File: src/ducc_regs.svh
`ifndef DUCC_REGS_SVH
`define DUCC_REGS_SVH
// Register offsets on the serial port (7-bit address).
`define DUCC_ADDR_CONFIG 7'h10
`define DUCC_ADDR_SYNC 7'h15
`define DUCC_ADDR_RANGE 7'h16
`define DUCC_ADDR_CLAMP 7'h17
`define DUCC_ADDR_MASK1 7'h18
`define DUCC_ADDR_MASK2 7'h19
`define DUCC_ADDR_ALARM 7'h1A
`define DUCC_ADDR_TRIG 7'h1C
`define DUCC_ADDR_CODE0 7'h30
`define DUCC_ADDR_CODE7 7'h37
`define DUCC_ADDR_LIMA 7'h4E
`define DUCC_ADDR_LIMB 7'h4F
// Field positions.
`define DUCC_LOOP_EN_BIT 0
`define DUCC_WREL_BIT 6
`define DUCC_TRIG_BIT 0
// Reset values.
`define DUCC_CFG_RST 8'h00
`define DUCC_SYNC_RST 8'h00
`define DUCC_RANGE_RST 8'h00
`define DUCC_CLAMP_RST 6'h3F
`define DUCC_MASK_RST 7'h00
`define DUCC_ALARM_RST 6'h00
`define DUCC_CODE_RST 12'h000
`define DUCC_LIMIT_RST 12'hFFF
`define DUCC_PIN_RST 7'h02
`define DUCC_CONV_CLAMP_RST 8'hFF
// Serial frame bit counts (last bit index of command and of frame).
`define DUCC_CMD_LAST 5'h07
`define DUCC_FRAME_LAST 5'h17
`endif

File: src/ducc_pkg.sv
package ducc_pkg;
  // Serial frame states, Gray coded along the frame.
  typedef enum logic [1:0] {
    DUCC_IDLE = 2'b00,
    DUCC_CMD = 2'b01,
    DUCC_DATA = 2'b11,
    DUCC_DONE = 2'b10
  } ducc_spi_t;
  typedef logic [11:0] ducc_code_t;
endpackage

File: src/ducc_ctrl.sv
`timescale 1ns/10ps
`include "ducc_regs.svh"
module ducc_ctrl
  import ducc_pkg::*;
#(
  parameter int CW = 12
) (
  input wire logic mclk,
  input wire logic rst,
  input wire logic spi_sclk,
  input wire logic spi_cs_n,
  input wire logic spi_sdi,
  output logic spi_sdo_o,
  output logic spi_sdo_oe,
  input wire logic update_trigger_pin,
  input wire logic clamp_request_pin_1,
  input wire logic clamp_request_pin_2,
  input wire logic supply_out_of_range,
  input wire logic alarm_active,
  input wire logic [3:0][CW-1:0] loop_code,
  input wire logic [3:0] loop_valid,
  output logic [7:0][CW-1:0] conv_code,
  output logic [7:0] conv_clamp,
  output logic [3:0] rail_clamp,
  output logic [7:0] range_sel,
  output logic amplifier_enable_pin
);

  logic [6:0] pin_raw;
  logic [6:0] sync1_reg;
  logic [6:0] sync2_reg;
  logic [6:0] sync3_reg;
  logic [6:0] stable_reg;
  logic [6:0] prev_reg;
  logic sclk_rise;
  logic cs_act;
  logic sdi_bit;
  logic trig_pin_rise;
  logic req1;
  logic req2;
  logic supply_bad;
  ducc_spi_t state_reg;
  logic [4:0] bitcnt_reg;
  logic [23:0] rx_reg;
  logic [15:0] tx_reg;
  logic rd_reg;
  logic wr_en;
  logic [6:0] wr_addr;
  logic [15:0] wr_data;
  logic [7:0] cfg_reg;
  logic [7:0] sync_reg;
  logic [7:0] range_reg;
  logic [5:0] clamp_reg;
  logic [5:0] clamp_next;
  logic [6:0] mask1_reg;
  logic [6:0] mask2_reg;
  logic [5:0] alarm_mask_reg;
  logic alarm_prev_reg;
  logic alarm_rise;
  logic [5:0] pin_force;
  logic [5:0] pin_latch;
  logic [5:0] alarm_set;
  logic [5:0] group_clamp;
  logic trig_evt;
  logic [7:0] code_wr;
  logic loop_en;
  ducc_code_t buf_reg [8];
  ducc_code_t act_reg [8];
  ducc_code_t lim_reg [2];

  // Maps a converter index to its clamp group: two pairs, then four auxiliaries.
  function automatic int unsigned group_of(input int unsigned idx);
    group_of = (idx < 4) ? idx / 2 : idx - 2;
  endfunction

  // Tells whether an address selects converter code register idx.
  function automatic logic code_hit(input logic [6:0] addr, input int unsigned idx);
    code_hit = (addr == (`DUCC_ADDR_CODE0 + 7'(idx)));
  endfunction

  // Read data for an address; unmapped addresses read as zero.
  function automatic logic [15:0] read_data(input logic [6:0] addr);
    read_data = 16'h0000;
    unique case (addr)
      `DUCC_ADDR_CONFIG: read_data = {8'h00, cfg_reg};
      `DUCC_ADDR_SYNC: read_data = {8'h00, sync_reg};
      `DUCC_ADDR_RANGE: read_data = {8'h00, range_reg};
      `DUCC_ADDR_CLAMP: read_data = {10'h000, clamp_reg};
      `DUCC_ADDR_MASK1: read_data = {9'h000, mask1_reg};
      `DUCC_ADDR_MASK2: read_data = {9'h000, mask2_reg};
      `DUCC_ADDR_ALARM: read_data = {10'h000, alarm_mask_reg};
      `DUCC_ADDR_LIMA: read_data = {4'h0, lim_reg[0]};
      `DUCC_ADDR_LIMB: read_data = {4'h0, lim_reg[1]};
      default: read_data = 16'h0000;
    endcase
    for (int i = 0; i < 8; i++) begin
      if (code_hit(addr, i)) begin
        read_data = {4'h0, act_reg[i]};
      end
    end
  endfunction

  // Outside pins pass three flops; a level counts once stages two and three agree.
  assign pin_raw = {supply_out_of_range, clamp_request_pin_2, clamp_request_pin_1,
                    update_trigger_pin, spi_sdi, spi_cs_n, spi_sclk};
  always_ff @(posedge mclk or posedge rst) begin
    if (rst) begin
      sync1_reg <= `DUCC_PIN_RST;
      sync2_reg <= `DUCC_PIN_RST;
      sync3_reg <= `DUCC_PIN_RST;
      stable_reg <= `DUCC_PIN_RST;
      prev_reg <= `DUCC_PIN_RST;
    end else begin
      sync1_reg <= pin_raw;
      sync2_reg <= sync1_reg;
      sync3_reg <= sync2_reg;
      stable_reg <= (sync2_reg & sync3_reg) | (stable_reg & (sync2_reg ^ sync3_reg));
      prev_reg <= stable_reg;
    end
  end

  assign sclk_rise = stable_reg[0] & ~prev_reg[0];
  assign cs_act = ~stable_reg[1];
  assign sdi_bit = stable_reg[2];
  assign trig_pin_rise = stable_reg[3] & ~prev_reg[3];
  assign req1 = stable_reg[4];
  assign req2 = stable_reg[5];
  assign supply_bad = stable_reg[6];

  // Serial frame: read flag, 7-bit address, 16 data bits, MSB first on rising clock.
  always_ff @(posedge mclk or posedge rst) begin
    if (rst) begin
      state_reg <= DUCC_IDLE;
      bitcnt_reg <= 5'h00;
      rx_reg <= 24'h000000;
      tx_reg <= 16'h0000;
      rd_reg <= 1'b0;
    end else if (!cs_act) begin
      state_reg <= DUCC_IDLE;
      bitcnt_reg <= 5'h00;
      rd_reg <= 1'b0;
    end else begin
      unique case (state_reg)
        DUCC_IDLE: begin
          state_reg <= DUCC_CMD;
          bitcnt_reg <= 5'h00;
        end
        DUCC_CMD: begin
          if (sclk_rise) begin
            rx_reg <= {rx_reg[22:0], sdi_bit};
            bitcnt_reg <= bitcnt_reg + 5'h01;
            if (bitcnt_reg == `DUCC_CMD_LAST) begin
              state_reg <= DUCC_DATA;
              tx_reg <= read_data({rx_reg[5:0], sdi_bit});
              rd_reg <= rx_reg[6];
            end
          end
        end
        DUCC_DATA: begin
          if (sclk_rise) begin
            rx_reg <= {rx_reg[22:0], sdi_bit};
            tx_reg <= {tx_reg[14:0], 1'b0};
            bitcnt_reg <= bitcnt_reg + 5'h01;
            if (bitcnt_reg == `DUCC_FRAME_LAST) begin
              state_reg <= DUCC_DONE;
            end
          end
        end
        DUCC_DONE: begin
          rd_reg <= 1'b0;
        end
      endcase
    end
  end

  assign spi_sdo_o = tx_reg[15];
  assign spi_sdo_oe = rd_reg;

  // Write strobe on the last data bit of a write frame.
  assign wr_en = cs_act & sclk_rise & (state_reg == DUCC_DATA) &
                 (bitcnt_reg == `DUCC_FRAME_LAST) & ~rx_reg[22];
  assign wr_addr = rx_reg[21:15];
  assign wr_data = {rx_reg[14:0], sdi_bit};

  // Plain configuration registers.
  always_ff @(posedge mclk or posedge rst) begin
    if (rst) begin
      cfg_reg <= `DUCC_CFG_RST;
      sync_reg <= `DUCC_SYNC_RST;
      range_reg <= `DUCC_RANGE_RST;
      mask1_reg <= `DUCC_MASK_RST;
      mask2_reg <= `DUCC_MASK_RST;
      alarm_mask_reg <= `DUCC_ALARM_RST;
      lim_reg[0] <= `DUCC_LIMIT_RST;
      lim_reg[1] <= `DUCC_LIMIT_RST;
    end else if (wr_en) begin
      unique case (wr_addr)
        `DUCC_ADDR_CONFIG: cfg_reg <= wr_data[7:0];
        `DUCC_ADDR_SYNC: sync_reg <= wr_data[7:0];
        `DUCC_ADDR_RANGE: range_reg <= wr_data[7:0];
        `DUCC_ADDR_MASK1: mask1_reg <= wr_data[6:0];
        `DUCC_ADDR_MASK2: mask2_reg <= wr_data[6:0];
        `DUCC_ADDR_ALARM: alarm_mask_reg <= wr_data[5:0];
        `DUCC_ADDR_LIMA: lim_reg[0] <= wr_data[CW-1:0];
        `DUCC_ADDR_LIMB: lim_reg[1] <= wr_data[CW-1:0];
        default: ;
      endcase
    end
  end

  assign range_sel = range_reg;
  assign loop_en = cfg_reg[`DUCC_LOOP_EN_BIT];

  // Clamp sources per group: pins through masks, latched pins, alarm onset.
  assign pin_force = ({6{req1}} & mask1_reg[5:0]) | ({6{req2}} & mask2_reg[5:0]);
  assign pin_latch = ({6{req1 & mask1_reg[`DUCC_WREL_BIT]}} & mask1_reg[5:0]) |
                     ({6{req2 & mask2_reg[`DUCC_WREL_BIT]}} & mask2_reg[5:0]);
  assign alarm_rise = alarm_active & ~alarm_prev_reg;
  assign alarm_set = {6{alarm_rise}} & alarm_mask_reg;

  // Host writes touch only bits no pin is holding; hardware sets win over clears.
  always_comb begin
    clamp_next = clamp_reg;
    if (wr_en && (wr_addr == `DUCC_ADDR_CLAMP)) begin
      clamp_next = (wr_data[5:0] & ~pin_force) | (clamp_reg & pin_force);
    end
    clamp_next = clamp_next | pin_latch | alarm_set;
  end

  // Software clamp register and alarm edge memory.
  always_ff @(posedge mclk or posedge rst) begin
    if (rst) begin
      clamp_reg <= `DUCC_CLAMP_RST;
      alarm_prev_reg <= 1'b0;
    end else begin
      clamp_reg <= clamp_next;
      alarm_prev_reg <= alarm_active;
    end
  end

  // Effective clamp: the rail clamp reaches only the bipolar pairs.
  assign group_clamp = clamp_reg | pin_force | {4'h0, {2{supply_bad}}};

  // Trigger from the register bit or the pin's rising edge.
  assign trig_evt = trig_pin_rise |
                    (wr_en & (wr_addr == `DUCC_ADDR_TRIG) & wr_data[`DUCC_TRIG_BIT]);

  // Clamp state, rail clamp and amplifier enable outputs.
  always_ff @(posedge mclk or posedge rst) begin
    if (rst) begin
      conv_clamp <= `DUCC_CONV_CLAMP_RST;
      rail_clamp <= 4'h0;
      amplifier_enable_pin <= 1'b0;
    end else begin
      for (int i = 0; i < 8; i++) begin
        conv_clamp[i] <= group_clamp[group_of(i)];
      end
      rail_clamp <= {4{supply_bad}};
      amplifier_enable_pin <= ~|pin_force;
    end
  end

  // Per converter: buffer, active register and update path.
  for (genvar g = 0; g < 8; g++) begin : g_conv
    assign code_wr[g] = wr_en & code_hit(wr_addr, g);

    // Buffer takes every host write, clamped or not.
    always_ff @(posedge mclk or posedge rst) begin
      if (rst) begin
        buf_reg[g] <= `DUCC_CODE_RST;
      end else if (code_wr[g]) begin
        buf_reg[g] <= wr_data[CW-1:0];
      end
    end

    // Active register: loop, immediate write or triggered transfer.
    always_ff @(posedge mclk or posedge rst) begin
      if (rst) begin
        act_reg[g] <= `DUCC_CODE_RST;
      end else if ((g < 4) && loop_en && loop_valid[g % 4]) begin
        // Converters 0 and 1 share the first limit, converters 2 and 3 the second.
        act_reg[g] <= (loop_code[g % 4] > lim_reg[(g % 4) / 2]) ? lim_reg[(g % 4) / 2] : loop_code[g % 4];
      end else if (code_wr[g] && !sync_reg[g]) begin
        act_reg[g] <= wr_data[CW-1:0];
      end else if (trig_evt && sync_reg[g]) begin
        act_reg[g] <= buf_reg[g];
      end
    end

    assign conv_code[g] = act_reg[g];
  end

  // Checks.
  reset_clamp_a: assert property (@(posedge mclk) $fell(rst) |-> (conv_clamp == `DUCC_CONV_CLAMP_RST))
    else $error("outputs not clamped after reset");
  sw_clamp_a: assert property (@(posedge mclk) disable iff (rst)
    (wr_en && wr_addr == `DUCC_ADDR_CLAMP && wr_data[0]) |=> ##1 (conv_clamp[1:0] == 2'b11))
    else $error("software clamp did not clamp pair");
  pin_clamp_a: assert property (@(posedge mclk) disable iff (rst)
    (req1 && mask1_reg[0]) |=> conv_clamp[0])
    else $error("request pin did not clamp");
  pin_ignore_a: assert property (@(posedge mclk) disable iff (rst)
    (wr_en && wr_addr == `DUCC_ADDR_CLAMP && pin_force[0] && clamp_reg[0]) |=> clamp_reg[0])
    else $error("clamp bit write not ignored under pin");
  supply_clamp_a: assert property (@(posedge mclk) disable iff (rst)
    supply_bad |=> (rail_clamp == 4'hF) && (conv_clamp[3:0] == 4'hF))
    else $error("supply fault did not rail clamp");
  loop_limit_a: assert property (@(posedge mclk) disable iff (rst)
    (loop_en && loop_valid[0]) |=> (act_reg[0] <= lim_reg[0]))
    else $error("loop code above limit");
  async_upd_a: assert property (@(posedge mclk) disable iff (rst)
    (code_wr[0] && !sync_reg[0] && !(loop_en && loop_valid[0])) |=> (act_reg[0] == $past(wr_data[CW-1:0])))
    else $error("asynchronous write did not update");
  sync_hold_a: assert property (@(posedge mclk) disable iff (rst)
    (code_wr[4] && sync_reg[4] && !trig_evt) |=> (act_reg[4] == $past(act_reg[4])))
    else $error("synchronous write updated early");
  trig_xfer_a: assert property (@(posedge mclk) disable iff (rst)
    (trig_evt && sync_reg[5] && !code_wr[5]) |=> (act_reg[5] == $past(buf_reg[5])))
    else $error("trigger did not transfer buffer");
  alarm_latch_a: assert property (@(posedge mclk) disable iff (rst)
    (alarm_rise && alarm_mask_reg[2]) |=> clamp_reg[2] ##1 conv_clamp[4])
    else $error("alarm did not clamp");
  amp_off_a: assert property (@(posedge mclk) disable iff (rst)
    (pin_force != 6'h00) |=> !amplifier_enable_pin)
    else $error("amplifier enabled under pin clamp");

  // Second limit, auxiliary rail isolation, amplifier enable and readback.
  limit_b_a: assert property (@(posedge mclk) disable iff (rst)
    (loop_en && loop_valid[2]) |=> (act_reg[2] <= $past(lim_reg[1])))
    else $error("second loop limit not applied");
  aux_rail_a: assert property (@(posedge mclk) disable iff (rst)
    (supply_bad && ((clamp_reg[5:2] | pin_force[5:2]) == 4'h0)) |=> (conv_clamp[7:4] == 4'h0))
    else $error("auxiliary output rail clamped");
  amp_on_a: assert property (@(posedge mclk) disable iff (rst)
    (pin_force == 6'h00) |=> amplifier_enable_pin)
    else $error("amplifier not enabled without pin clamp");
  read_active_a: assert property (@(posedge mclk) disable iff (rst)
    (cs_act && sclk_rise && (state_reg == DUCC_CMD) && (bitcnt_reg == `DUCC_CMD_LAST) &&
     code_hit({rx_reg[5:0], sdi_bit}, 3)) |=> (tx_reg == {4'h0, $past(act_reg[3])}))
    else $error("code read not taken from active register");

  // Writes under clamp, latched clamp sources and range register writes.
  clamp_write_a: assert property (@(posedge mclk) disable iff (rst)
    (code_wr[1] && conv_clamp[1]) |=> (buf_reg[1] == $past(wr_data[CW-1:0])))
    else $error("code write lost while clamped");
  wrel_hold_a: assert property (@(posedge mclk) disable iff (rst)
    pin_latch[0] |=> clamp_reg[0])
    else $error("write-release clamp not latched");
  alarm_hold_a: assert property (@(posedge mclk) disable iff (rst)
    (clamp_reg[2] && !alarm_active && !(wr_en && (wr_addr == `DUCC_ADDR_CLAMP))) |=> clamp_reg[2])
    else $error("alarm clamp released without host write");
  range_write_a: assert property (@(posedge mclk) disable iff (rst)
    (wr_en && (wr_addr == `DUCC_ADDR_RANGE)) |=> (range_sel == $past(wr_data[7:0])))
    else $error("range write not applied");

endmodule

File: config.mk
export PLATFORM = sky130hd
export DESIGN_NAME = ducc_ctrl
export DESIGN_NICKNAME = d
export VERILOG_FILES = /design/src/ducc_pkg.sv /design/src/ducc_ctrl.sv
export VERILOG_INCLUDE_DIRS = /design/src
export SDC_FILE = /design/constraint.sdc
export NUM_CORES = 1
export LEC_CHECK = 0
export BUFFER_PORTS_ARGS = -buffer_cell sky130_fd_sc_hd__buf_4
export CORE_ASPECT_RATIO = 0.8
export CORE_MARGIN = 1
export CORE_UTILIZATION = 29
export CTS_CLUSTER_SIZE = 30
export DETAILED_ROUTE_END_ITERATION = 6
export PLACE_DENSITY = 0.46
export SLEW_MARGIN = 10
export SYNTH_ARGS = -nofsm -noshare
export SYNTH_HDL_FRONTEND = slang
export SYNTH_SLANG_ARGS = --single-unit
File: constraint.sdc
create_clock -name mclk -period 30.8 [get_ports mclk]
set_input_delay 7.7 -clock mclk [delete_from_list [all_inputs] [get_ports mclk]]
set_output_delay 7.7 -clock mclk [all_outputs]
set_load 0.02 [all_outputs]
# --- After elaboration in Yosys (flattened, before gate mapping) ---
# Index checks and enable logic that the tools add are counted.
op_classes:
  addsub: 1
  muxes: 51
  n_reduce_logical: 58
  bitwise: 44
  multipliers: 0
  n_eq_ne: 48
  magnitude_cmp: 4
  div_mod_pow: 0
  shifts: 0
ops:
  columns: ["cell", "n"]
  rows:
  - ["2-to-1 mux 12 bit", 24]
  - ["2-to-1 mux 16 bit", 11]
  - ["== test 7 x 6 -> 1 bit (second input constant)", 16]
  - ["one-hot mux 12 bit (9 select lines)", 1]
  - ["== test 7 x 5 -> 1 bit (second input constant)", 15]
  - ["> comparator 12 bit", 4]
  - ["AND 6 bit", 7]
  - ["OR 6 bit", 6]
  - ["one-hot mux 16 bit (2 select lines)", 1]
  - ["== test 7 bit (second input constant)", 4]
  - ["logical AND 1 bit", 21]
  - ["AND 1 bit", 19]
  - ["AND reduction 2 bit", 9]
  - ["nonzero test 3 bit", 6]
  - ["AND 7 bit", 2]
  - ["inequality test 3 bit (second input constant)", 4]
  - ["2-to-1 mux 2 bit", 5]
  - ["2-to-1 mux 5 bit", 2]
  - ["one-hot mux 5 bit (2 select lines)", 1]
  - ["AND reduction 5 bit", 2]
  - ["nonzero test 2 bit", 5]
  - ["zero test 1 bit", 9]
  - ["OR 7 bit", 1]
  - ["bitwise XOR 7 bit", 1]
  - ["other kinds (20)", 30]
word_totals:
  ramBits: 0
  mem_count: 0
  reg_bits: 356
  rom_bits: 0
  out_inout_bits: 119
  latch_bits: 0

# --- Logic depth before layout (Yosys ltp) ---
depth:
  depth_word: 13
  depth_mapped: 9
  ltp_nobuf: 8

# --- Least setup slack after synthesis ---
# No wires, ideal clock.
synth_timing:
  path_type: "input-to-reg"
  from: "in loop_code[13] in the netlist's numbering"
  to: "reg act_reg, in the netlist conv_code[12]"
  arrival_ns: 9.363
  cell_stages: 8
  setup_slack_ns: 21.296
  required_time_ns: 30.658
  setup_time_ns: 0.142
  path_cell_list: "ha_1 nor2b_1 o211ai_1 a211oi_1 o41ai_2 buf_2 mux2i_1 a211oi_1"
synth_via:
  elab_chain_len: 3
synth_lines:
  columns: ["item", "line_no", "source"]
  rows:
  - ["start: declaration", "ducc_ctrl.sv:20", "input wire logic [3:0][CW-1:0] loop_code,"]
  - ["> comparator 12 bit", "ducc_ctrl.sv:282", "act_reg[g] <= (loop_code[g % 4] > lim_reg[(g % 4) / 2]) ? lim_reg[(g % 4) / 2] : loop_code[g % 4];"]
  - ["2-to-1 mux 12 bit", "ducc_ctrl.sv:282", null]
  - ["2-to-1 mux 12 bit", "ducc_ctrl.sv:280", "end else if ((g < 4) && loop_en && loop_valid[g % 4]) begin"]
  - ["end signal: indexed assignment", "ducc_ctrl.sv:279", "act_reg[g] <= `DUCC_CODE_RST;"]
  - ["end signal: indexed assignment", "ducc_ctrl.sv:282", null]
  - ["end signal: indexed assignment", "ducc_ctrl.sv:284", "act_reg[g] <= wr_data[CW-1:0];"]
  - ["end: declaration", "ducc_ctrl.sv:68", "ducc_code_t act_reg [8];"]
# No other way between the ends.
# A chain may end at the register's enable or synchronous reset.

# --- Worst setup path after layout ---
layout_timing:
  from: "in loop_code[45] in the netlist's numbering"
  to: "reg act_reg, in the netlist conv_code[38]"
# Same word-level chain as after synthesis.

==> impl_summary.txt <==
----------------------------------------------------
[Timing]
  Max Transition Viols Final ... 0
  RSZ-0062 raised after global routing ... false
  Finish-stage setup viols ... 0
  Setup total negative slack ... 0 ns
  Share of the clock period used by the worst path ... 32.0%
  Final Critical Period ... 9.86 ns
  Max Fclk ... 101 MHz
  Worst Clk Skew ... about 0.027 ns
  Final number of hold-violating endpoints ... 0
  Worst-case headroom to the max-slew limit ... 21.5%
  Slew of the pin with the lowest slew margin ... 1.17 ns

[Worst setup path]
  CP max stage cell ... sky130_fd_sc_hd__nor2_1
  Worst path buffer plus inverter count ... 1
  Top fanout value on the critical path ... 14
  Kind of critical path ... primary input to flop
  Required time worst endpoint ... around 31 ns
  CP startpoint kind ... primary input
  Most common cell on crit path ... sky130_fd_sc_hd__nor2_1
  Delay-heaviest family, CP ... simple AND/OR/NAND/NOR gates
  Crit path capture type ... flop
  Worst endpoint data arrival time ... about 10 ns
  Cell-by-cell trace of the critical path ... buf_4 -> ha_1 -> a211oi_1 -> nor2_1 -> nor2_1 -> nor2_1 -> a221o_1 -> o221a_2
  Delay of the slowest cell on the worst path ... between 0.7 and 0.8 ns

[Clock tree]
  Number of setup buffers added after CTS ... 0
  Clk sinks ... approximately 350
  Root buffer selected by CTS ... sky130_fd_sc_hd__clkbuf_16
  Post-cts hold buffer count ... 0
  TritonCTS clock tree ... done
  Clock-pin transition on the worst setup and hold timing paths ... 0.06 ns
  Number of buffers on the longest clock path ... 3
  CTS-repair resized insts ... 0
  Source-to-sink clock delay at the later pin of the worst-skew pair ... 0.59 ns
  CTS H-Tree Depth ... 2
  Cts bufs inserted ... 42

[Floorplanning]
  Number of placement rows ... a little over 80
  Core Box Area ... ~0.063 sq mm
  Die outline width ... 285 um
  Number of top-level pins ... 181
  Full die area ... ~0.065 sq mm
  Initial core utilization ... roughly 30%
  Die span in y ... roughly 230 um

[Drt]
  Antenna Violating Nets Remaining ... 0
  Via count ... roughly 15000
  Length of the first detailed-routing pass in iterations ... 6
  Ratio of routed vias to standard cells ... ~5.4
  Total wirelength of the detailed-routed design ... 71.8 mm
  DRC violation count after routing ... 0
  Number of DRC markers after the initial detailed-route iteration ... 1335
  Routed length per placed instance ... around 26 um

[Place]
  Count of buffers from port buffering ... 180
  Gp weighted congestion ... ~0.98
  Cell count after placement ... ~2700
  Post-DP HPWL ... roughly 52 mm

[Global routing]
  Global-route wire length before repair ... 106 mm
  Maximum number of pins on one net before global-route repair ... ~110
  Total congestion overflow ... 0
  Global routing usage summed across all routing layers ... between 20% and 30%
  Vias in the first global route ... ~15000
  Initial antenna violation count ... 2

[Power and ir drop]
  Comb power frac ... 13.2%
  Relative contribution of sequential cells to total power ... between 40% and 50%
  Reported net switching power ... roughly 0.00036 W
  Leakage power figure ... roughly 10 nW
  Internal Dissipation ... between 0.0008 and 0.0009 W
  Worst ir drop on vdd ... roughly 0.000033 V
  Share of total power consumed by net switching ... 29.9%
  Part of the total power dissipated in the clock network ... approximately 45%
  Power density of the placed cells ... around 55 mW/mm^2

[Yosys]
  Number of warnings issued by yosys ... 0
  Part of the Yosys area used for sequential elements ... between 40% and 50%
  Number of distinct library cell variants in the gate-level netlist after synthesis ... 75
  Synthesized area divided by synthesized cell count ... 10.4 sq um
  Async S/R FF share, synth ... 100%
  Netlist area before placement ... 0.0186 sq mm
  Number of standard cells after synthesis ... approximately 1800
  Primary FF master, synth ... sky130_fd_sc_hd__dfrtp_1
  Post-synthesis register bit count ... between 300 and 400
  Number of synthesized flops with an enable pin ... 0
  Number of nets produced by synthesis ... around 1900

[Finish]
  Utilization after layout ... between 30% and 40%
  Most common cell after layout, fill and taps aside ... sky130_fd_sc_hd__dfrtp_1
  Synth-to-layout area growth ... 19.4%
  Fraction of layout cells with a size suffix above 1 ... between 20% and 30%
  Commonest cells after routing, fill and taps aside ... sky130_fd_sc_hd__dfrtp_1, sky130_fd_sc_hd__nand2_1, sky130_fd_sc_hd__buf_4
  Number of inserted diodes ... 0
  Final nets ... around 2000
  Layout Cells excl Fill ... roughly 2800

[Run status]
  Status ... finished clean

[Hold path]
  Worst min-delay path class ... flop to flop

[Flow run]
  Number of maximum-capacitance constraint violations ... 0

----------------------------------------------------
[worst paths after layout]
path                                from             to  slack (ns)  cells after the start
max in group asynchronous            rst  stable_reg[2]       21.03                      4
setup reg to reg            state_reg[0]  conv_code[75]       27.04                      6
hold reg to reg             sync1_reg[6]   sync2_reg[6]        0.35                      0
hold / removal              sync1_reg[6]   sync2_reg[6]        0.35                      0
min in group asynchronous            rst  conv_code[25]        7.23                      2
setup / recovery           loop_code[45]  conv_code[38]       20.94                      8
[power by group through the flow]
stage	clock (W)	sequential, W	combinational [W]
5_1_grt	0.000579	0.000504	0.000171
4_1_cts	0.000562	0.000503	0.000159
2_1_floorplan	0	0.000484	0.000106
3_3_place_gp	0	0.000511	0.000158
6_report	0.000549	0.000503	0.000161
3_5_place_dp	0	0.000510	0.000158
[synthesized netlist by cell type, drive strengths merged (24+ instances only)]
cell type	instances	share of area [%]
dfrtp	312	42
nand2	228	4.6
o21ai	98	2.6
mux2	140	8.5
dfstp	40	5.7
a211oi	50	2.0
a21oi	70	1.9
mux2i	98	5.3
ha	56	3.8
nor2	93	1.9
nand3	44	1.2
buf	45	1.3
clkbuf	94	1.9
inv	39	0.79
nand4	24	0.89
and2	36	1.2
[worst register-to-register path, delay by kind of cell, from the launching register on]
kind / cells / cell delay, ns
AND/OR/NAND/NOR: 5 / 2.90
AO/OA/AOI/OAI: 1 / 0.21
flip-flops: 1 / 0.53
[final cells by class]
cell class	count	area, sq um
Sequential cell	352	8870
Fill cell	6377	40700
Clock buffer	60	1210
Multi-Input combinational cell	1258	8970
Inverter	39	154
Timing Repair Buffer	214	1610
Clock inverter	18	299
Tap cell	840	1050
[routing by layer]
| layer | part of all wire (%) | global-route usage, % |
|---|---|---|
| met2 | 43 | 32.3 |
| met5 | 0 | 0 |
| met1 | 47 | 31.9 |
| met3 | 7.3 | 4.67 |
| met4 | 2.3 | 5.73 |
[cells by family after synthesis]
family | Yosys count | synth area share [%]
xor+xnor | 3 | 0.142
mux | 245 | 14.6
simple gates | 539 | 14.2
fa+ha+maj | 56 | 3.78
compound gates | 415 | 15.5
buf+inv | 178 | 3.99
flops | 352 | 47.7
[stage by stage]
| stage | hold slack (ns) | total power, W | worst slack (ns) | instance area [sq um] |
|---|---|---|---|---|
| after global placement | 0.335 | 0.000669 | 20.36 | 20700 |
| after detailed placement | 0.335 | 0.000669 | 20.31 | 20700 |
| final | 0.347 | 0.00121 | 20.94 | 22200 |
| after CTS | 0.348 | 0.00122 | 20.97 | 22200 |
| after floorplan | 0.331 | 0.000590 | 13.40 | 18600 |
| after global routing | 0.357 | 0.00125 | 20.57 | 22200 |
No activity file was read; power rests on OpenSTA's default activity.
